[config.mk]
export PLATFORM = sky130hd
export DESIGN_NAME = sasp_alarm_stop
export DESIGN_NICKNAME = d
export VERILOG_FILES = /design/src/design/sasp_pkg.sv /design/src/design/sasp_limit_calc.sv /design/src/design/sasp_alarm_stop.sv
export SDC_FILE = /design/constraint.sdc
export NUM_CORES = 1
export LEC_CHECK = 0
export ABC_AREA = 1
export BUFFER_PORTS_ARGS = -buffer_cell sky130_fd_sc_hd__buf_2
export CORE_MARGIN = 3
export CORE_UTILIZATION = 40
export DETAILED_ROUTE_END_ITERATION = 8
export HOLD_SLACK_MARGIN = 0.02
export PLACE_DENSITY_LB_ADDON = 0.05
export RECOVER_POWER = 100
export SLEW_MARGIN = 0
export SYNTH_ARGS = -nofsm -noshare
export SYNTH_HDL_FRONTEND = slang
export SYNTH_HIERARCHICAL = 1
export SYNTH_SLANG_ARGS = --single-unit
[constraint.sdc]
create_clock -name sys_clk -period 20.3 [get_ports sys_clk]
set_input_delay 4.06 -clock sys_clk [delete_from_list [all_inputs] [get_ports sys_clk]]
set_output_delay 4.06 -clock sys_clk [all_outputs]
set_load 0.03 [all_outputs]
[src/design/sasp_pkg.sv]
package sasp_pkg;
   // register byte offsets
   localparam logic [7:0] OFF_SEQ = 8'h00;
   localparam logic [7:0] OFF_ESTOP_TRQ = 8'h04;
   localparam logic [7:0] OFF_OVL_LVL = 8'h08;
   localparam logic [7:0] OFF_OVS_LVL = 8'h0C;
   localparam logic [7:0] OFF_RANGE = 8'h10;
   localparam logic [7:0] OFF_MOTOR = 8'h14;
   localparam logic [7:0] OFF_STATUS = 8'h18;
   localparam logic [7:0] OFF_IRQ_STAT = 8'h1C;
   localparam logic [7:0] OFF_IRQ_MASK = 8'h20;
   localparam logic [7:0] OFF_CTRL = 8'h24;
   localparam logic [7:0] OFF_DEV = 8'h28;
   // reset values
   localparam logic [2:0] RST_SEQ = 3'h0;
   localparam logic [8:0] RST_ESTOP_TRQ = 9'h000;
   localparam logic [8:0] RST_OVL_LVL = 9'h000;
   localparam logic [14:0] RST_OVS_LVL = 15'h0000;
   localparam logic [15:0] RST_RANGE = 16'h000A;
   localparam logic [14:0] RST_MOTOR_MAX = 15'h1770;
   localparam logic [8:0] RST_NORMAL_TRQ = 9'h12C;
   // thresholds
   localparam logic [14:0] STOP_SPEED_RPM = 15'h001E;
   localparam logic [8:0] OVL_MAX_PCT = 9'h073;
   localparam logic [14:0] OVS_MAX = 15'h4E20;
   localparam logic [8:0] TRQ_MAX = 9'h1F4;
   // status bit positions
   localparam int ST_OVS = 0;
   localparam int ST_OVL = 1;
   localparam int ST_SWL = 2;
   localparam int ST_ALM = 3;
   localparam int ST_ALM_CLR = 4;
   localparam int NUM_EV = 5;

   typedef enum logic [1:0] {
      SASP_RUN = 2'b00,
      SASP_DECEL = 2'b01,
      SASP_STOPPED = 2'b10
   } sasp_state_e;

   typedef enum logic [1:0] {
      SASP_BRK_NONE = 2'b00,
      SASP_BRK_DB = 2'b01,
      SASP_BRK_FREE = 2'b10,
      SASP_BRK_ESTOP = 2'b11
   } sasp_brake_e;

   // one control update from the servo loop
   typedef struct packed {
      logic update;
      logic [14:0] speed;
      logic [8:0] load;
      logic signed [31:0] travel;
      logic signed [31:0] cmdMin;
      logic signed [31:0] cmdMax;
      logic [15:0] revTenth;
   } sasp_meas_s;

   // braking choice per sequence value
   function automatic sasp_brake_e sasp_decel_mode(input logic [2:0] seq, input logic needEstop);
      sasp_brake_e m;
      m = SASP_BRK_DB;
      if (seq[2] && needEstop) begin
         m = SASP_BRK_ESTOP;
      end else if (seq[2]) begin
         m = seq[0] ? SASP_BRK_FREE : SASP_BRK_DB;
      end else begin
         m = seq[0] ? SASP_BRK_FREE : SASP_BRK_DB;
      end
      return m;
   endfunction

   function automatic sasp_brake_e sasp_stop_mode(input logic [2:0] seq);
      sasp_brake_e m;
      m = seq[1] ? SASP_BRK_FREE : SASP_BRK_DB;
      return m;
   endfunction
endpackage

[src/design/sasp_limit_calc.sv]
`timescale 1ns/1ps
// effective thresholds from the settings; registered outputs
module sasp_limit_calc
   import sasp_pkg::*;
(
   // clock and reset
   input wire logic sys_clk,
   input wire logic rstn,
   // settings
   input wire logic [8:0] ovlSet,
   input wire logic [14:0] ovsSet,
   input wire logic [14:0] motorMax,
   input wire logic [8:0] estopSet,
   input wire logic [8:0] normalTrq,
   // effective values
   output logic [8:0] ovlLimit,
   output logic [15:0] ovsLimit,
   output logic [8:0] estopLimit
);
   logic [8:0] next_ovlLimit;
   logic [15:0] next_ovsLimit;
   logic [8:0] next_estopLimit;
   logic [17:0] scaled;

   // zero selects fallbacks (115 percent, 1.2x motorMax, normalTrq); over-load clamped
   always_comb begin
      scaled = 18'({3'h0, motorMax} * 18'd6) / 18'd5;
      if (ovlSet == 9'h000 || ovlSet > OVL_MAX_PCT) begin
         next_ovlLimit = OVL_MAX_PCT;
      end else begin
         next_ovlLimit = ovlSet;
      end
      if (ovsSet == 15'h0000) begin
         next_ovsLimit = scaled[15:0];
      end else begin
         next_ovsLimit = {1'b0, ovsSet};
      end
      next_estopLimit = (estopSet == 9'h000) ? normalTrq : estopSet;
   end

   always_ff @(posedge sys_clk) begin
      if (!rstn) begin
         ovlLimit <= OVL_MAX_PCT;
         ovsLimit <= 16'h0000;
         estopLimit <= 9'h000;
      end else begin
         ovlLimit <= next_ovlLimit;
         ovsLimit <= next_ovsLimit;
         estopLimit <= next_estopLimit;
      end
   end
endmodule

[src/design/sasp_alarm_stop.sv]
`timescale 1ns/1ps
// What this block does
// - Values 0..3 choose brake or free-run separately for deceleration and after stop.
// - Values 4..7 emergency-stop while decelerating when the alarm needs it, then brake or coast.
// - Values 4..7 without emergency need decelerate braking on 4 and 6, coasting on 5 and 7.
// - Deviation counts hold during an alarm and are zeroed when it is cancelled.
// - Deceleration ends once speed is at or below 30 r/min.
// - A 0..500 percent torque limit applies during emergency stop.
// - A zero emergency torque setting falls back to the normal torque limit.
// - A zero over-load setting means a 115 percent threshold.
// - The over-load threshold never exceeds 115 percent.
// - Speed above the over-speed setting raises the over-speed fault.
// - A zero over-speed setting means 1.2 times motor maximum speed.
// - Travel beyond the command range by more than the working range raises a fault.
module sasp_alarm_stop
   import sasp_pkg::*;
(
   // clock and reset
   input wire logic sys_clk,
   input wire logic rstn,
   // avalon-mm slave
   input wire logic [7:0] avs_address,
   input wire logic avs_read,
   input wire logic avs_write,
   input wire logic [31:0] avs_writedata,
   input wire logic [3:0] avs_byteenable,
   output logic [31:0] avs_readdata,
   output logic avs_waitrequest,
   output logic [1:0] avs_response,
   // control loop side
   input wire sasp_meas_s meas,
   input wire logic extAlarm,
   input wire logic extAlarmEstop,
   input wire logic devIncr,
   input wire logic scaleIncr,
   // drive outputs
   output logic dynamic_brake,
   output logic freeRun,
   output logic estopActive,
   output logic [8:0] torqueLimit,
   output logic alarmActive,
   output logic overspeed_fault,
   output logic software_limit_fault,
   output logic overloadFault,
   output logic [31:0] posDeviation,
   output logic [31:0] scaleDeviation,
   output logic irq
);
   // settings
   logic [2:0] alarm_sequence_setting;
   logic [8:0] estop_torque_setting;
   logic [8:0] overload_level_setting;
   logic [14:0] overspeed_level_setting;
   logic [15:0] working_range_setting;
   logic [14:0] motorMax;
   logic [8:0] normalTrq;
   logic [NUM_EV-1:0] irqStat;
   logic [NUM_EV-1:0] irqMask;
   logic ackDone;
   logic [8:0] ovlLimit;
   logic [15:0] ovsLimit;
   logic [8:0] estopLimit;
   sasp_state_e state;
   sasp_state_e next_state;
   logic latchedEstop;
   logic next_latchedEstop;
   logic clrReq;
   logic [31:0] rdMux;
   logic [31:0] next_rd;
   logic next_ack;
   logic [NUM_EV-1:0] events;
   logic [NUM_EV-1:0] next_irqStat;
   logic ovsNow;
   logic ovlNow;
   logic swlNow;
   logic next_ovs;
   logic next_ovl;
   logic next_swl;
   logic next_alarm;
   logic [31:0] next_posDev;
   logic [31:0] next_scaleDev;
   logic signed [33:0] rangeSteps;
   logic wrHit;
   logic [3:0] wrLanes;

   sasp_limit_calc u_limits (
      .sys_clk(sys_clk),
      .rstn(rstn),
      .ovlSet(overload_level_setting),
      .ovsSet(overspeed_level_setting),
      .motorMax(motorMax),
      .estopSet(estop_torque_setting),
      .normalTrq(normalTrq),
      .ovlLimit(ovlLimit),
      .ovsLimit(ovsLimit),
      .estopLimit(estopLimit)
   );

   // one wait cycle per access, answer on second edge
   assign avs_waitrequest = (avs_read | avs_write) & ~ackDone;
   assign wrHit = avs_write & ~ackDone;
   assign wrLanes = avs_byteenable;

   // read decode, unmapped reads zero with decode error
   always_comb begin
      rdMux = 32'h0000_0000;
      case (avs_address)
         OFF_SEQ: rdMux = {29'h0, alarm_sequence_setting};
         OFF_ESTOP_TRQ: rdMux = {23'h0, estop_torque_setting};
         OFF_OVL_LVL: rdMux = {23'h0, overload_level_setting};
         OFF_OVS_LVL: rdMux = {17'h0, overspeed_level_setting};
         OFF_RANGE: rdMux = {16'h0, working_range_setting};
         OFF_MOTOR: rdMux = {8'h0, normalTrq[7:0], 1'b0, motorMax};
         OFF_STATUS: rdMux = {16'h0, estopLimit, 2'h0, state, dynamic_brake, freeRun,
                              estopActive};
         OFF_IRQ_STAT: rdMux = {27'h0, irqStat};
         OFF_IRQ_MASK: rdMux = {27'h0, irqMask};
         OFF_CTRL: rdMux = {31'h0, alarmActive};
         OFF_DEV: rdMux = posDeviation;
         default: rdMux = 32'h0000_0000;
      endcase
      next_rd = (avs_read & ~ackDone) ? rdMux : avs_readdata;
      next_ack = (avs_read | avs_write) & ~ackDone;
   end

   // software clears the alarm by writing ctrl bit 1
   assign clrReq = wrHit && avs_address == OFF_CTRL && wrLanes[0] && avs_writedata[1];

   // bus response and settings registers
   always_ff @(posedge sys_clk) begin
      if (!rstn) begin
         ackDone <= 1'b0;
         avs_readdata <= 32'h0000_0000;
         avs_response <= 2'b00;
         alarm_sequence_setting <= RST_SEQ;
         estop_torque_setting <= RST_ESTOP_TRQ;
         overload_level_setting <= RST_OVL_LVL;
         overspeed_level_setting <= RST_OVS_LVL;
         working_range_setting <= RST_RANGE;
         motorMax <= RST_MOTOR_MAX;
         normalTrq <= RST_NORMAL_TRQ;
         irqMask <= '0;
      end else begin
         ackDone <= next_ack;
         avs_readdata <= next_rd;
         if (next_ack) begin
            avs_response <= (avs_address > OFF_DEV || avs_address[1:0] != 2'b00) ? 2'b11 : 2'b00;
         end
         if (wrHit && wrLanes[0]) begin
            case (avs_address)
               OFF_SEQ: alarm_sequence_setting <= avs_writedata[2:0];
               OFF_ESTOP_TRQ: begin
                  // out-of-range writes saturate; whole word compared so big values never wrap
                  if (avs_writedata > 32'(TRQ_MAX)) begin
                     estop_torque_setting <= TRQ_MAX;
                  end else begin
                     estop_torque_setting <= avs_writedata[8:0];
                  end
               end
               OFF_OVL_LVL: overload_level_setting <= (avs_writedata > 32'(TRQ_MAX)) ?
                                                      TRQ_MAX : avs_writedata[8:0];
               OFF_OVS_LVL: overspeed_level_setting <= (avs_writedata > 32'(OVS_MAX)) ?
                                                       OVS_MAX : avs_writedata[14:0];
               OFF_RANGE: working_range_setting <= avs_writedata[15:0];
               OFF_MOTOR: begin
                  motorMax <= avs_writedata[14:0];
                  normalTrq <= {1'b0, avs_writedata[23:16]};
               end
               OFF_IRQ_MASK: irqMask <= avs_writedata[NUM_EV-1:0];
               default: begin
               end
            endcase
         end
      end
   end

   // fault comparisons each control update
   always_comb begin
      rangeSteps = 34'(signed'({1'b0, working_range_setting})) *
                   34'(signed'({1'b0, meas.revTenth}));
      ovsNow = {1'b0, meas.speed} > ovsLimit;
      ovlNow = meas.load > ovlLimit;
      swlNow = (34'(meas.travel) > 34'(meas.cmdMax) + rangeSteps) ||
               (34'(meas.travel) < 34'(meas.cmdMin) - rangeSteps);
      next_ovs = overspeed_fault;
      next_ovl = overloadFault;
      next_swl = software_limit_fault;
      if (clrReq) begin
         next_ovs = 1'b0;
         next_ovl = 1'b0;
         next_swl = 1'b0;
      end
      if (meas.update) begin
         next_ovs = next_ovs | ovsNow;
         next_ovl = next_ovl | ovlNow;
         next_swl = next_swl | swlNow;
      end
      next_alarm = (alarmActive & ~clrReq) | next_ovs | next_ovl | next_swl | extAlarm;
   end

   // stop sequencer: decel until slow, then after-stop mode
   always_comb begin
      next_state = state;
      next_latchedEstop = latchedEstop;
      case (state)
         SASP_RUN: begin
            if (next_alarm) begin
               next_state = SASP_DECEL;
               next_latchedEstop = extAlarmEstop | next_ovs;
            end
         end
         SASP_DECEL: begin
            if (!alarmActive) begin
               next_state = SASP_RUN;
            end else if (meas.speed <= STOP_SPEED_RPM) begin
               next_state = SASP_STOPPED;
            end
         end
         SASP_STOPPED: begin
            if (!alarmActive) begin
               next_state = SASP_RUN;
            end
         end
         default: next_state = SASP_RUN;
      endcase
   end

   always_ff @(posedge sys_clk) begin
      if (!rstn) begin
         state <= SASP_RUN;
         latchedEstop <= 1'b0;
      end else begin
         state <= next_state;
         latchedEstop <= next_latchedEstop;
      end
   end

   // brake outputs from the selected mode
   always_comb begin
      sasp_brake_e m;
      m = SASP_BRK_NONE;
      if (state == SASP_DECEL) begin
         m = sasp_decel_mode(alarm_sequence_setting, latchedEstop);
      end else if (state == SASP_STOPPED) begin
         m = sasp_stop_mode(alarm_sequence_setting);
      end
      dynamic_brake = (m == SASP_BRK_DB);
      freeRun = (m == SASP_BRK_FREE);
      estopActive = (m == SASP_BRK_ESTOP);
      torqueLimit = estopActive ? estopLimit : normalTrq;
   end

   // deviation counters freeze in alarm, zero at cancel
   always_comb begin
      next_posDev = posDeviation;
      next_scaleDev = scaleDeviation;
      if (clrReq) begin
         next_posDev = 32'h0000_0000;
         next_scaleDev = 32'h0000_0000;
      end else if (!alarmActive) begin
         next_posDev = posDeviation + {31'h0, devIncr};
         next_scaleDev = scaleDeviation + {31'h0, scaleIncr};
      end
   end

   // sticky events: set wins over write-one-to-clear
   always_comb begin
      events = {clrReq, next_alarm & ~alarmActive, next_swl & ~software_limit_fault,
                next_ovl & ~overloadFault, next_ovs & ~overspeed_fault};
      next_irqStat = irqStat;
      if (wrHit && avs_address == OFF_IRQ_STAT && wrLanes[0]) begin
         next_irqStat = irqStat & ~avs_writedata[NUM_EV-1:0];
      end
      next_irqStat = next_irqStat | events;
   end

   always_ff @(posedge sys_clk) begin
      if (!rstn) begin
         overspeed_fault <= 1'b0;
         overloadFault <= 1'b0;
         software_limit_fault <= 1'b0;
         alarmActive <= 1'b0;
         posDeviation <= 32'h0000_0000;
         scaleDeviation <= 32'h0000_0000;
         irqStat <= '0;
      end else begin
         overspeed_fault <= next_ovs;
         overloadFault <= next_ovl;
         software_limit_fault <= next_swl;
         alarmActive <= next_alarm;
         posDeviation <= next_posDev;
         scaleDeviation <= next_scaleDev;
         irqStat <= next_irqStat;
      end
   end

   // a set mask bit hides its status bit from the interrupt line
   assign irq = |(irqStat & ~irqMask);
endmodule

==> impl_metrics.xml, run 1 <==
<?xml version="1.0" encoding="UTF-8"?>
<metrics>
  <group name="status">
    <metric name="run_status" unit="">complete, but fails checks</metric>
    <metric name="violations" unit="">max-capacitance violations, max-slew violations</metric>
  </group>
  <group name="pwr">
    <metric name="power_frac_comb" unit="%">51.7</metric>
    <metric name="power.sequential.fraction" unit="%">24.3</metric>
    <metric name="p_int" unit="mW">1.06</metric>
    <metric name="power.density_cell_area" unit="mW/mm^2">63.0</metric>
    <metric name="power.clock.fraction" unit="%">24.1</metric>
    <metric name="power.ir.vdd_worst" unit="uV">90.4</metric>
    <metric name="power.static_leakage" unit="nW">15.2</metric>
    <metric name="switching_power_share_of_the_total" unit="%">43.7</metric>
    <metric name="power.net_switching" unit="mW">0.824</metric>
  </group>
  <group name="global_routing">
    <metric name="grt_max_degree" unit="">75</metric>
    <metric name="antenna_found_initial" unit="">4</metric>
    <metric name="grt_first_pass_wirelength" unit="um">134000</metric>
    <metric name="globalRouteTotalUtil" unit="%">23.9</metric>
    <metric name="vias_in_the_first_global_route" unit="">24469</metric>
    <metric name="grt_remaining_overflow" unit="">0</metric>
  </group>
  <group name="clock_tree">
    <metric name="clockRootBuffer" unit="">sky130_fd_sc_hd__clkbuf_16</metric>
    <metric name="cts-root-to-sink-buffers" unit="">3</metric>
    <metric name="clk_transition_reported_paths" unit="ps">60</metric>
    <metric name="cts_tree" unit="">done</metric>
    <metric name="ctsResizeCount" unit="">0</metric>
    <metric name="ctsHoldBuffers" unit="">0</metric>
    <metric name="clock_tree.htree_level_count" unit="">1</metric>
    <metric name="cts_made_buffers" unit="">24</metric>
    <metric name="cts_post_setup_buffers_inserted" unit="">0</metric>
    <metric name="cts.sink_count" unit="">225</metric>
    <metric name="clock_insertion_delay_worst_skew" unit="ps">540</metric>
  </group>
  <group name="synthesis">
    <metric name="netlist.area_leader.share" unit="%">16.7</metric>
    <metric name="synth-warning-count" unit="">6</metric>
    <metric name="synth.area.top_cells" unit="">sky130_fd_sc_hd__dfxtp_1 17%, sky130_fd_sc_hd__fa_1 15%, sky130_fd_sc_hd__ha_1 13%</metric>
    <metric name="ys_dominant_reg_cell" unit="">sky130_fd_sc_hd__dfxtp_1</metric>
    <metric name="netlist-cell-type-count" unit="">65</metric>
    <metric name="syn_inst" unit="">3928</metric>
    <metric name="syn_area" unit="mm^2">0.0270</metric>
    <metric name="synth_seq_cells" unit="">225</metric>
    <metric name="number_of_flops_mapped_to_enable_cells_by_yosys" unit="">0</metric>
    <metric name="synthesis.area_per_instance" unit="um^2">6.88</metric>
    <metric name="synth-seq-area-share" unit="%">16.7</metric>
    <metric name="synth_most_common_cell" unit="">sky130_fd_sc_hd__nand2_1</metric>
    <metric name="netlist.top_cell.by_area" unit="">sky130_fd_sc_hd__dfxtp_1</metric>
    <metric name="post_synth_most_frequent_cells" unit="">894 x sky130_fd_sc_hd__nand2_1, 739 x sky130_fd_sc_hd__inv_1, 314 x sky130_fd_sc_hd__a21oi_1, 289 x sky130_fd_sc_hd__ha_1, 262 x sky130_fd_sc_hd__nor2_1</metric>
    <metric name="synth-async-reset-ratio" unit="%">0</metric>
  </group>
  <group name="drt">
    <metric name="detail_route.wirelength.met1" unit="um">37700</metric>
    <metric name="detail_route.wl_per_cell" unit="um">17.1</metric>
    <metric name="viasPerCell" unit="">5.03</metric>
    <metric name="detailroute.wirelength.met2" unit="um">43200</metric>
    <metric name="detailroute.via_count" unit="">25370</metric>
    <metric name="drt_drc_violations_left" unit="">0</metric>
    <metric name="dr.first_iter.drc_count" unit="">1432</metric>
    <metric name="drtAntennaViolNets" unit="">0</metric>
    <metric name="dr_wl_met3" unit="um">3140</metric>
    <metric name="drt_wl_total" unit="um">86300</metric>
    <metric name="uppermost_metal_layer_occupied_by_signal_nets" unit="">met4</metric>
    <metric name="drt_first_pass_iters" unit="">5</metric>
  </group>
  <group name="layout">
    <metric name="layout.nets" unit="">4836</metric>
    <metric name="layout-drive-gt1-share" unit="%">9.60</metric>
    <metric name="finish.utilization" unit="%">45.1</metric>
    <metric name="layout-area-overhead-vs-synth" unit="%">10.7</metric>
  </group>
  <group name="sta">
    <metric name="rsz0062_at_grt" unit="">no</metric>
    <metric name="finalMaxSlewViolations" unit="">229</metric>
    <metric name="post_layout_min_period" unit="ps">14280</metric>
    <metric name="worstMarginPinSlew" unit="ps">3690</metric>
    <metric name="hold_viol_final" unit="">0</metric>
    <metric name="max-slew-margin-rel" unit="%">-146</metric>
    <metric name="skew" unit="ps">14.7</metric>
    <metric name="finalSetupViolations" unit="">0</metric>
    <metric name="min_period_over_period" unit="%">70.4</metric>
    <metric name="fmax" unit="GHz">0.0700</metric>
    <metric name="timing.setup.tns" unit="ps">0</metric>
  </group>
  <group name="die">
    <metric name="floorplan.die.height" unit="um">266</metric>
    <metric name="initial_utilization" unit="%">40.7</metric>
    <metric name="fp.dieW" unit="um">266</metric>
    <metric name="io-pin-count" unit="">305</metric>
    <metric name="die-area" unit="mm^2">0.0707</metric>
    <metric name="area_of_the_core" unit="mm^2">0.0663</metric>
    <metric name="fp-row-count" unit="">94</metric>
  </group>
  <group name="hold_path">
    <metric name="worst_min_delay_path_category" unit="">reg -&gt; reg</metric>
  </group>
  <group name="critical_path">
    <metric name="startpoint_class" unit="">input pin</metric>
    <metric name="worst_path_largest_cell_delay" unit="ps">850</metric>
    <metric name="critical_path.endpoint_type" unit="">flip-flop</metric>
    <metric name="path_class" unit="">in -&gt; reg</metric>
    <metric name="crit_top_cell" unit="">sky130_fd_sc_hd__nand2_1</metric>
    <metric name="worstPathBufferInverterCount" unit="">5</metric>
    <metric name="critPathSlowestCell" unit="">sky130_fd_sc_hd__clkbuf_1</metric>
    <metric name="cpLargestDelayFamily" unit="">adder cells</metric>
    <metric name="crit_path_max_fo" unit="">16</metric>
    <metric name="worst_ep_arrival_time" unit="ps">14550</metric>
    <metric name="timing.critical_path.required" unit="ps">20570</metric>
  </group>
  <group name="place">
    <metric name="gp_congestion" unit="">0.898</metric>
    <metric name="place.detailed.hpwl" unit="um">70900</metric>
    <metric name="port_buffers" unit="">301</metric>
  </group>
  <group name="run">
    <metric name="drv_cap" unit="">4</metric>
  </group>
</metrics>
[cells in the final DEF (no fill, tap or decap), types with 10 or more instances in the layout]
| cell type | netlist | layout |
|---|---|---|
| sky130_fd_sc_hd__o21a_1 | 10 | 10 |
| sky130_fd_sc_hd__nand4_1 | 41 | 41 |
| sky130_fd_sc_hd__nor2_2 | 15 | 16 |
| sky130_fd_sc_hd__nor4_1 | 21 | 21 |
| sky130_fd_sc_hd__a21oi_1 | 314 | 314 |
| sky130_fd_sc_hd__o21ai_0 | 183 | 189 |
| sky130_fd_sc_hd__nand3_2 | 14 | 14 |
| sky130_fd_sc_hd__clkbuf_16 | 0 | 24 |
| sky130_fd_sc_hd__inv_1 | 739 | 739 |
| sky130_fd_sc_hd__a21o_1 | 10 | 10 |
| sky130_fd_sc_hd__nor2_1 | 262 | 261 |
| sky130_fd_sc_hd__o21bai_1 | 12 | 12 |
| sky130_fd_sc_hd__clkbuf_1 | 92 | 124 |
| sky130_fd_sc_hd__o21ai_1 | 23 | 19 |
| sky130_fd_sc_hd__ha_1 | 289 | 289 |
| sky130_fd_sc_hd__inv_2 | 26 | 25 |
| sky130_fd_sc_hd__fa_1 | 197 | 197 |
| sky130_fd_sc_hd__nor3_1 | 43 | 43 |
| sky130_fd_sc_hd__o22ai_1 | 11 | 11 |
| sky130_fd_sc_hd__buf_4 | 2 | 15 |
| sky130_fd_sc_hd__buf_2 | 13 | 185 |
| sky130_fd_sc_hd__nand2_1 | 894 | 897 |
| sky130_fd_sc_hd__xnor2_1 | 56 | 56 |
| sky130_fd_sc_hd__xor2_1 | 73 | 73 |
| sky130_fd_sc_hd__dfxtp_1 | 225 | 225 |
| sky130_fd_sc_hd__nand3_1 | 153 | 153 |
| sky130_fd_sc_hd__nand2_2 | 51 | 49 |
| sky130_fd_sc_hd__a221oi_1 | 19 | 19 |
| sky130_fd_sc_hd__o211ai_1 | 19 | 19 |
[through the flow]
step / worst slack (ps) / hold slack [ps] / total power, mW / cell area (um^2) / instances
floorplan: 8050 / 440 / 1.22 / 27000 / 3929
global placement: 6520 / 449 / 1.44 / 29300 / 4999
detailed placement: 6520 / 452 / 1.44 / 29300 / 4999
CTS: 7010 / 462 / 1.90 / 30100 / 5042
global route: 5090 / 481 / 2.06 / 29900 / 5043
finish: 6020 / 465 / 1.88 / 29900 / 5046
[registers in the layout (all words and copies together) (netlist names), 2 cells and up]
name	flops
scaleDeviation	32
irqStat	5
state	2
posDeviation	32
working_range_setting	16
overload_level_setting	9
motorMax	15
u_limits/ovlLimit	9
irqMask	5
alarm_sequence_setting	3
normalTrq	9
u_limits/ovsLimit	16
u_limits/estopLimit	9
estop_torque_setting	9
avs_readdata	32
overspeed_level_setting	15
[worst paths after layout]
kind,cells past startpoint,start,slack (ps),to
min reg2reg,2,avs_readdata[28],460,avs_readdata[28]
max,45,meas[3],6020,irqStat[3]
min,2,avs_readdata[28],460,avs_readdata[28]
max reg2reg,46,working_range_setting[7],9440,irqStat[3]
[layer usage]
layer | vias up | GRT usage, %
li1 | 12910 | -
met3 | 93 | 1.39
met2 | 544 | 43.7
met1 | 11823 | 30.7
met5 | - | 0
met4 | 0 | 6.24
[power groups by stage]
stage               registers, mW  logic, mW  clock network [mW]
floorplan                   0.469      0.752                   0
global placement            0.468      0.973                   0
detailed placement          0.468      0.974                   0
CTS                         0.458      0.979               0.463
global route                0.458       1.12               0.482
finish                      0.458      0.973               0.453
[cell families (layout without fill, tap and decap cells)]
kind of cell             after synthesis  after routing  synth area share (%)
AO/OA/AOI/OAI                        649            649                  13.5
buffers and inverters                886           1135                  12.5
flip-flops                           225            225                  16.7
other                                  1              6                0.0139
AND/OR/NAND/NOR                     1552           1552                  25.2
adder cells (fa/ha/maj)              486            486                  28.0
XOR/XNOR                             129            129                  4.18
[worst register-to-register path: cells and delay by family (launching register included)]
kind	cells	cell delay, ps
simple gates	19	2460
compound gates	10	2160
flops	1	1060
fa+ha+maj	9	3920
buf+inv	6	540
xor+xnor	2	470
[area by class of cell]
type | count | area (um^2)
diodes | 4 | 10.0
clock buffers | 29 | 629
clock inverters | 14 | 168
fillers | 7170 | 36400
inverters | 772 | 2900
multi-input cells | 2818 | 19100
flip-flops and latches | 225 | 4500
well taps | 864 | 1080
repair buffers | 320 | 1490
Power figures use the tool's default switching activity.
==> inputs of run 2 (changes only) <==
Clock period 20.3 ns to 14.1 ns, I/O delays scaled along.
==> run 2 against run 1 <==
  * The run still ends with max-capacitance violations, max-slew violations left
  * First-iteration DRC count rose by 6.8%
  * Utilization fell by 0.14 points
  * Clock power rose by 32%
  * Setup slack got worse by 4500 ps
  * Sequential cell count did not move
  * Critical path type unchanged
  * Sequential power rose by 44%
  * Cell count barely moved
  * Sequential share of layout area barely moved
  * Combinational power rose by 44%
==> impl_metrics.xml, run 2 (same netlist as run 1, synthesis figures left out) <==
<?xml version="1.0" encoding="UTF-8"?>
<metrics>
  <group name="clock_tree">
    <metric name="cts-root-to-sink-buffers" unit="">3</metric>
    <metric name="cts_tree" unit="">done</metric>
    <metric name="clock_insertion_delay_worst_skew" unit="ps">540</metric>
    <metric name="ctsHoldBuffers" unit="">0</metric>
    <metric name="clk_transition_reported_paths" unit="ps">60</metric>
    <metric name="ctsResizeCount" unit="">0</metric>
    <metric name="clockRootBuffer" unit="">sky130_fd_sc_hd__clkbuf_16</metric>
    <metric name="cts.sink_count" unit="">225</metric>
    <metric name="cts_made_buffers" unit="">24</metric>
    <metric name="cts_post_setup_buffers_inserted" unit="">0</metric>
    <metric name="clock_tree.htree_level_count" unit="">1</metric>
  </group>
  <group name="sta">
    <metric name="finalHoldWorstSlack" unit="ps">462</metric>
    <metric name="max-slew-margin-rel" unit="%">-142</metric>
    <metric name="finalMaxSlewViolations" unit="">229</metric>
    <metric name="finalSetupViolations" unit="">0</metric>
    <metric name="skew" unit="ps">18.7</metric>
    <metric name="hold_viol_final" unit="">0</metric>
    <metric name="worstMarginPinSlew" unit="ps">3640</metric>
    <metric name="fmax" unit="GHz">0.0797</metric>
    <metric name="rsz0062_at_grt" unit="">no</metric>
    <metric name="post_layout_min_period" unit="ps">12550</metric>
    <metric name="timing.setup.tns" unit="ps">0</metric>
    <metric name="min_period_over_period" unit="%">89.0</metric>
  </group>
  <group name="critical_path">
    <metric name="critical_path.endpoint_type" unit="">flip-flop</metric>
    <metric name="crit_top_cell" unit="">sky130_fd_sc_hd__nand2_1</metric>
    <metric name="crit_path_max_fo" unit="">16</metric>
    <metric name="critPathSlowestCell" unit="">sky130_fd_sc_hd__fa_1</metric>
    <metric name="path_class" unit="">in -&gt; reg</metric>
    <metric name="worst_ep_arrival_time" unit="ps">12840</metric>
    <metric name="startpoint_class" unit="">input pin</metric>
    <metric name="worst_path_largest_cell_delay" unit="ps">600</metric>
    <metric name="timing.critical_path.required" unit="ps">14380</metric>
  </group>
  <group name="hold_path">
    <metric name="worst_min_delay_path_category" unit="">reg -&gt; reg</metric>
  </group>
  <group name="die">
    <metric name="fp.dieW" unit="um">266</metric>
    <metric name="area_of_the_core" unit="mm^2">0.0663</metric>
    <metric name="fp-row-count" unit="">94</metric>
    <metric name="die-area" unit="mm^2">0.0707</metric>
    <metric name="initial_utilization" unit="%">40.7</metric>
    <metric name="io-pin-count" unit="">305</metric>
    <metric name="floorplan.die.height" unit="um">266</metric>
  </group>
  <group name="layout">
    <metric name="layout-drive-gt1-share" unit="%">9.39</metric>
    <metric name="post-route-cell-area" unit="mm^2">0.0298</metric>
    <metric name="mostFrequentLayoutCell" unit="">sky130_fd_sc_hd__nand2_1</metric>
    <metric name="layout-area-overhead-vs-synth" unit="%">10.4</metric>
    <metric name="reg.largest.list" unit="">avs_readdata (32), posDeviation (32), scaleDeviation (32)</metric>
    <metric name="layout.cells.most_common_list" unit="">900 x sky130_fd_sc_hd__nand2_1, 741 x sky130_fd_sc_hd__inv_1, 314 x sky130_fd_sc_hd__a21oi_1</metric>
    <metric name="final_cells" unit="">5042</metric>
    <metric name="layout.nets" unit="">4836</metric>
  </group>
  <group name="status">
    <metric name="violations" unit="">max-capacitance violations, max-slew violations</metric>
    <metric name="run_status" unit="">complete, but fails checks</metric>
  </group>
  <group name="pwr">
    <metric name="power.static_leakage" unit="nW">15.2</metric>
    <metric name="power.ir.vdd_worst" unit="uV">174</metric>
    <metric name="power.density_cell_area" unit="mW/mm^2">89.1</metric>
  </group>
  <group name="drt">
    <metric name="viasPerCell" unit="">5.01</metric>
    <metric name="dr.first_iter.drc_count" unit="">1530</metric>
    <metric name="drt_first_pass_iters" unit="">5</metric>
    <metric name="detailroute.via_count" unit="">25254</metric>
    <metric name="drt_wl_total" unit="um">85900</metric>
    <metric name="detail_route.wl_per_cell" unit="um">17.0</metric>
    <metric name="drt_drc_violations_left" unit="">0</metric>
    <metric name="drtAntennaViolNets" unit="">0</metric>
  </group>
  <group name="global_routing">
    <metric name="grt_max_degree" unit="">75</metric>
    <metric name="vias_in_the_first_global_route" unit="">24367</metric>
    <metric name="grt_first_pass_wirelength" unit="um">134000</metric>
    <metric name="grt_remaining_overflow" unit="">0</metric>
    <metric name="antenna_found_initial" unit="">8</metric>
    <metric name="globalRouteTotalUtil" unit="%">23.9</metric>
  </group>
  <group name="place">
    <metric name="place.detailed.hpwl" unit="um">70700</metric>
    <metric name="port_buffers" unit="">301</metric>
    <metric name="dpl.cell_count" unit="">4999</metric>
    <metric name="gp_congestion" unit="">0.895</metric>
    <metric name="detailed_place.area" unit="mm^2">0.0293</metric>
  </group>
  <group name="run">
    <metric name="drv_cap" unit="">4</metric>
  </group>
</metrics>
-- run 2: cell types whose count changed in the layout (fill, tap and decap cells not counted), sizes merged --
cell | previous run | this run
bufinv | 3 | 0
clkinv | 16 | 13
clkbuf | 149 | 151
buf | 200 | 201
clkinvlp | 3 | 2
-- run 2: power breakdown --
part	switching, mW	internal (mW)	total (mW)	leakage [nW]
Sequential	0.00614	0.653	0.659	1.82
Combinational	0.901	0.496	1.40	13.0
Clock	0.270	0.328	0.599	0.346
Total	1.18	1.48	2.66	15.2
-- run 2: critical path: cells and delay by family --
| family | cells | cell delay (ps) |
|---|---|---|
| buffers and inverters | 5 | 710 |
| AOI/OAI and AO/OA | 10 | 2250 |
| xor gates and xnor gates | 2 | 460 |
| adders and majority gates | 9 | 4120 |
| and+or+nand+nor | 19 | 2420 |
-- run 2: layout make-up --
| cell class | instances | area (um^2) |
|---|---|---|
| flip-flops and latches | 225 | 4500 |
| inverters | 772 | 2900 |
| repair buffers | 320 | 1490 |
| clock inverters | 7 | 55.1 |
| well taps | 864 | 1080 |
| multi-input cells | 2818 | 19100 |
| diodes | 4 | 10.0 |
| clock buffers | 32 | 661 |
| fillers | 7221 | 36500 |
-- run 2: through the flow --
stage	total power, mW	worst slack, ps	utilization [%]
2_1_floorplan	1.76	3090	-
3_3_place_gp	2.07	1640	44.1
3_5_place_dp	2.08	1580	44.1
4_1_cts	2.68	2090	45.2
5_1_grt	2.91	618	44.9
6_report	2.66	1550	44.9
-- run 2: path summary, 6_finish.rpt --
check | start | to | slack (ps) | depth (start not counted)
setup / recovery | meas[3] | irqStat[3] | 1550 | 45
hold / removal | avs_readdata[30] | avs_readdata[30] | 460 | 2
setup reg to reg | working_range_setting[11] | irqStat[3] | 3230 | 44
hold reg to reg | avs_readdata[30] | avs_readdata[30] | 460 | 2
-- run 2: per-layer routing --
metal / vias up / track usage, % / routed length (um) / part of all wire (%)
met5: - / 0 / 9 / 0.010
met4: 2 / 6.58 / 2410 / 2.8
met3: 102 / 1.47 / 2980 / 3.5
met2: 464 / 43.4 / 43000 / 50
met1: 11805 / 30.6 / 37500 / 44
li1: 12881 / - / - / -
==> inputs of run 3 (changes only) <==
Settings changed: ABC_AREA 1 to default.
==> run 3 against run 2 <==
  * The flow still finishes with violations (max-capacitance violations, max-slew violations)
  * Global-route usage rose by 1.1 points
  * Combinational power down 43%
  * Sequential power decreased by 0.8%
  * Hold slack improved by 6.0 ps
  * Via count down 1.9%
  * Sequential cell count unchanged
  * Critical endpoint is now state[0]
==> impl_metrics.xml, run 3 <==
<?xml version="1.0" encoding="UTF-8"?>
<metrics>
  <group name="drt">
    <metric name="viasPerCell" unit="">5.60</metric>
    <metric name="drt_wl_total" unit="um">89300</metric>
    <metric name="drt_first_pass_iters" unit="">8</metric>
    <metric name="detailroute.via_count" unit="">24777</metric>
    <metric name="dr.first_iter.drc_count" unit="">1656</metric>
    <metric name="detail_route.wl_per_cell" unit="um">20.2</metric>
    <metric name="drtAntennaViolNets" unit="">0</metric>
    <metric name="drt_drc_violations_left" unit="">0</metric>
  </group>
  <group name="critical_path">
    <metric name="critical_path.endpoint_type" unit="">flip-flop</metric>
    <metric name="worst_path_largest_cell_delay" unit="ps">650</metric>
    <metric name="rr_worst_depth" unit="">26</metric>
    <metric name="path_class" unit="">in -&gt; reg</metric>
    <metric name="worst_ep_arrival_time" unit="ps">13460</metric>
    <metric name="startpoint_class" unit="">input pin</metric>
    <metric name="startpoint_of_the_worst_register_to_register_path" unit="">motorMax[1]</metric>
    <metric name="timing.critical_path.from" unit="">meas[6]</metric>
    <metric name="end_point_of_the_critical_path" unit="">state[0]</metric>
    <metric name="crit_top_cell" unit="">sky130_fd_sc_hd__fa_1</metric>
    <metric name="crit_path_max_fo" unit="">16</metric>
    <metric name="r2r-end" unit="">u_limits/ovsLimit[0]</metric>
    <metric name="critPathSlowestCell" unit="">sky130_fd_sc_hd__nor4_1</metric>
    <metric name="timing.critical_path.required" unit="ps">14530</metric>
    <metric name="worst-r2r-setup-slack" unit="ps">1920</metric>
  </group>
  <group name="die">
    <metric name="fp.dieW" unit="um">264</metric>
    <metric name="area_of_the_core" unit="mm^2">0.0659</metric>
    <metric name="fp-row-count" unit="">94</metric>
    <metric name="floorplan.die.height" unit="um">264</metric>
    <metric name="initial_utilization" unit="%">40.5</metric>
    <metric name="io-pin-count" unit="">305</metric>
    <metric name="die-area" unit="mm^2">0.0698</metric>
  </group>
  <group name="synthesis">
    <metric name="synth-seq-area-share" unit="%">16.9</metric>
    <metric name="synth-async-reset-ratio" unit="%">0</metric>
    <metric name="synthesis.area_per_instance" unit="um^2">8.07</metric>
    <metric name="synth_most_common_cell" unit="">sky130_fd_sc_hd__nand2_1</metric>
    <metric name="post_synth_most_frequent_cells" unit="">419 x sky130_fd_sc_hd__nand2_1, 339 x sky130_fd_sc_hd__inv_1, 289 x sky130_fd_sc_hd__ha_1, 225 x sky130_fd_sc_hd__dfxtp_1, 215 x sky130_fd_sc_hd__nor2_1</metric>
    <metric name="netlist-cell-type-count" unit="">112</metric>
    <metric name="synth-warning-count" unit="">6</metric>
    <metric name="ys_dominant_reg_cell" unit="">sky130_fd_sc_hd__dfxtp_1</metric>
    <metric name="netlist.area_leader.share" unit="%">16.9</metric>
    <metric name="syn_inst" unit="">3303</metric>
    <metric name="syn_area" unit="mm^2">0.0267</metric>
    <metric name="synth_seq_cells" unit="">225</metric>
    <metric name="netlist.top_cell.by_area" unit="">sky130_fd_sc_hd__dfxtp_1</metric>
    <metric name="synth.area.top_cells" unit="">sky130_fd_sc_hd__dfxtp_1 17%, sky130_fd_sc_hd__fa_1 15%, sky130_fd_sc_hd__ha_1 14%</metric>
    <metric name="number_of_flops_mapped_to_enable_cells_by_yosys" unit="">0</metric>
  </group>
  <group name="pwr">
    <metric name="power.static_leakage" unit="nW">13.6</metric>
    <metric name="power.density_cell_area" unit="mW/mm^2">74.0</metric>
    <metric name="power.clock.fraction" unit="%">33.6</metric>
    <metric name="p_int" unit="mW">1.42</metric>
    <metric name="power.ir.vdd_worst" unit="uV">86.2</metric>
    <metric name="switching_power_share_of_the_total" unit="%">35.2</metric>
    <metric name="power.sequential.fraction" unit="%">29.8</metric>
    <metric name="power_frac_comb" unit="%">36.6</metric>
    <metric name="power.net_switching" unit="mW">0.773</metric>
  </group>
  <group name="layout">
    <metric name="layout-area-overhead-vs-synth" unit="%">11.4</metric>
    <metric name="mostFrequentLayoutCell" unit="">sky130_fd_sc_hd__nand2_1</metric>
    <metric name="multi_input_area" unit="mm^2">0.0203</metric>
    <metric name="layout.nets" unit="">4211</metric>
    <metric name="seqCellArea" unit="mm^2">0.00450</metric>
    <metric name="layout.cells.most_common_list" unit="">419 x sky130_fd_sc_hd__nand2_1, 339 x sky130_fd_sc_hd__inv_1, 289 x sky130_fd_sc_hd__ha_1</metric>
    <metric name="finish.utilization" unit="%">45.1</metric>
    <metric name="n_fill_cell" unit="">6755</metric>
    <metric name="reg.largest.list" unit="">avs_readdata (32), posDeviation (32), scaleDeviation (32)</metric>
    <metric name="layout-drive-gt1-share" unit="%">8.80</metric>
  </group>
  <group name="clock_tree">
    <metric name="ctsHoldBuffers" unit="">0</metric>
    <metric name="cts_post_setup_buffers_inserted" unit="">0</metric>
    <metric name="cts_tree" unit="">done</metric>
    <metric name="cts.sink_count" unit="">225</metric>
    <metric name="clock_insertion_delay_worst_skew" unit="ps">560</metric>
    <metric name="cts-root-to-sink-buffers" unit="">3</metric>
    <metric name="cts_made_buffers" unit="">25</metric>
    <metric name="clk_transition_reported_paths" unit="ps">60</metric>
    <metric name="clockRootBuffer" unit="">sky130_fd_sc_hd__clkbuf_16</metric>
    <metric name="ctsResizeCount" unit="">0</metric>
    <metric name="clock_tree.htree_level_count" unit="">1</metric>
  </group>
  <group name="sta">
    <metric name="rsz0062_at_grt" unit="">no</metric>
    <metric name="hold_viol_final" unit="">0</metric>
    <metric name="post_layout_min_period" unit="ps">13020</metric>
    <metric name="min_period_over_period" unit="%">92.4</metric>
    <metric name="finalSetupViolations" unit="">0</metric>
    <metric name="fmax" unit="GHz">0.0768</metric>
    <metric name="skew" unit="ps">14.5</metric>
    <metric name="worstMarginPinSlew" unit="ps">4080</metric>
    <metric name="max-slew-margin-rel" unit="%">-172</metric>
    <metric name="timing.setup.tns" unit="ps">0</metric>
    <metric name="finalWorstSetupSlack" unit="ps">1080</metric>
    <metric name="finalMaxSlewViolations" unit="">126</metric>
  </group>
  <group name="status">
    <metric name="violations" unit="">max-capacitance violations, max-slew violations</metric>
    <metric name="run_status" unit="">complete, but fails checks</metric>
  </group>
  <group name="place">
    <metric name="place.detailed.hpwl" unit="um">71700</metric>
    <metric name="port_buffers" unit="">301</metric>
    <metric name="gp_congestion" unit="">0.910</metric>
    <metric name="place_worst_setup_slack" unit="ps">550</metric>
  </group>
  <group name="global_routing">
    <metric name="grt_remaining_overflow" unit="">0</metric>
    <metric name="vias_in_the_first_global_route" unit="">25031</metric>
    <metric name="grt_max_degree" unit="">107</metric>
    <metric name="globalRouteTotalUtil" unit="%">25.0</metric>
    <metric name="grt_first_pass_wirelength" unit="um">140000</metric>
    <metric name="antenna_found_initial" unit="">3</metric>
  </group>
  <group name="run">
    <metric name="drv_cap" unit="">2</metric>
  </group>
  <group name="hold_path">
    <metric name="worst_min_delay_path_category" unit="">reg -&gt; reg</metric>
  </group>
</metrics>
run 3: cell types whose count changed in the layout (fill, tap and decap cells not counted), sizes merged, moves of 77 or more:
cell / before / now
a21oi: 321 / 182
and2: 5 / 138
nand3: 167 / 90
o21ai: 213 / 124
nand2: 955 / 419
inv: 764 / 340
run 3: cell type report:
| type | count | share of cell area, % |
|---|---|---|
| diodes | 4 | 0.0337 |
| clock buffers | 33 | 2.41 |
| clock inverters | 13 | 0.716 |
| inverters | 340 | 4.30 |
| multi-input cells | 2608 | 68.3 |
| flip-flops and latches | 225 | 15.2 |
| well taps | 864 | 3.64 |
| repair buffers | 336 | 5.39 |
run 3: worst min-delay path by stage:
stage,startpoint,to,slack [ps],cells after the start
after floorplan,normalTrq[8],normalTrq[8],440,2
after global placement,working_range_setting[6],working_range_setting[6],450,2
after detailed placement,normalTrq[8],normalTrq[8],460,2
after CTS,normalTrq[8],normalTrq[8],470,2
after global routing,working_range_setting[9],working_range_setting[9],510,2
final,normalTrq[8],normalTrq[8],470,2
run 3: routing by layer:
layer  part of all wire (%)  vias up  routed length [um]  GRT usage, %
li1                       -    11907                   -             -
met1                     42    12032               37300          31.3
met2                     50      677               44500          44.3
met3                    4.4      161                3950          2.37
met4                    4.0        0                3570          9.45
met5                      0        -                   0             0
run 3: cell families (layout without fill, tap and decap cells):
group | Yosys count | after routing | synth area share, %
buf+inv | 471 | 722 | 6.72
flops | 225 | 225 | 16.9
fa+ha+maj | 486 | 486 | 28.4
other cells | 1 | 6 | 0.0141
simple gates | 1177 | 1177 | 21.5
mux | 19 | 19 | 0.718
compound gates | 760 | 760 | 20.4
xor+xnor | 164 | 164 | 5.42
run 3: power by group through the flow:
stage	Combinational (mW)	Clock, mW	Sequential [mW]
floorplan	0.565	0	0.672
global placement	0.791	0	0.668
detailed placement	0.805	0	0.668
CTS	0.810	0.757	0.654
global route	0.906	0.782	0.655
finish	0.804	0.738	0.654
run 3: worst max-delay path, delay by kind of cell:
family	cells	cell delay, ps
mux	1	230
compound gates	11	3030
simple gates	13	2630
buf+inv	5	430
fa+ha+maj	9	4150
xor+xnor	1	160
run 3: per-stage QoR:
step	power (mW)	instances	instance area (um^2)	hold slack, ps
2_1_floorplan	1.24	3304	26700	436
4_1_cts	2.22	4418	29900	471
3_3_place_gp	1.46	4372	29000	453
5_1_grt	2.34	4421	29700	511
6_report	2.20	4423	29700	468
3_5_place_dp	1.47	4372	29000	461
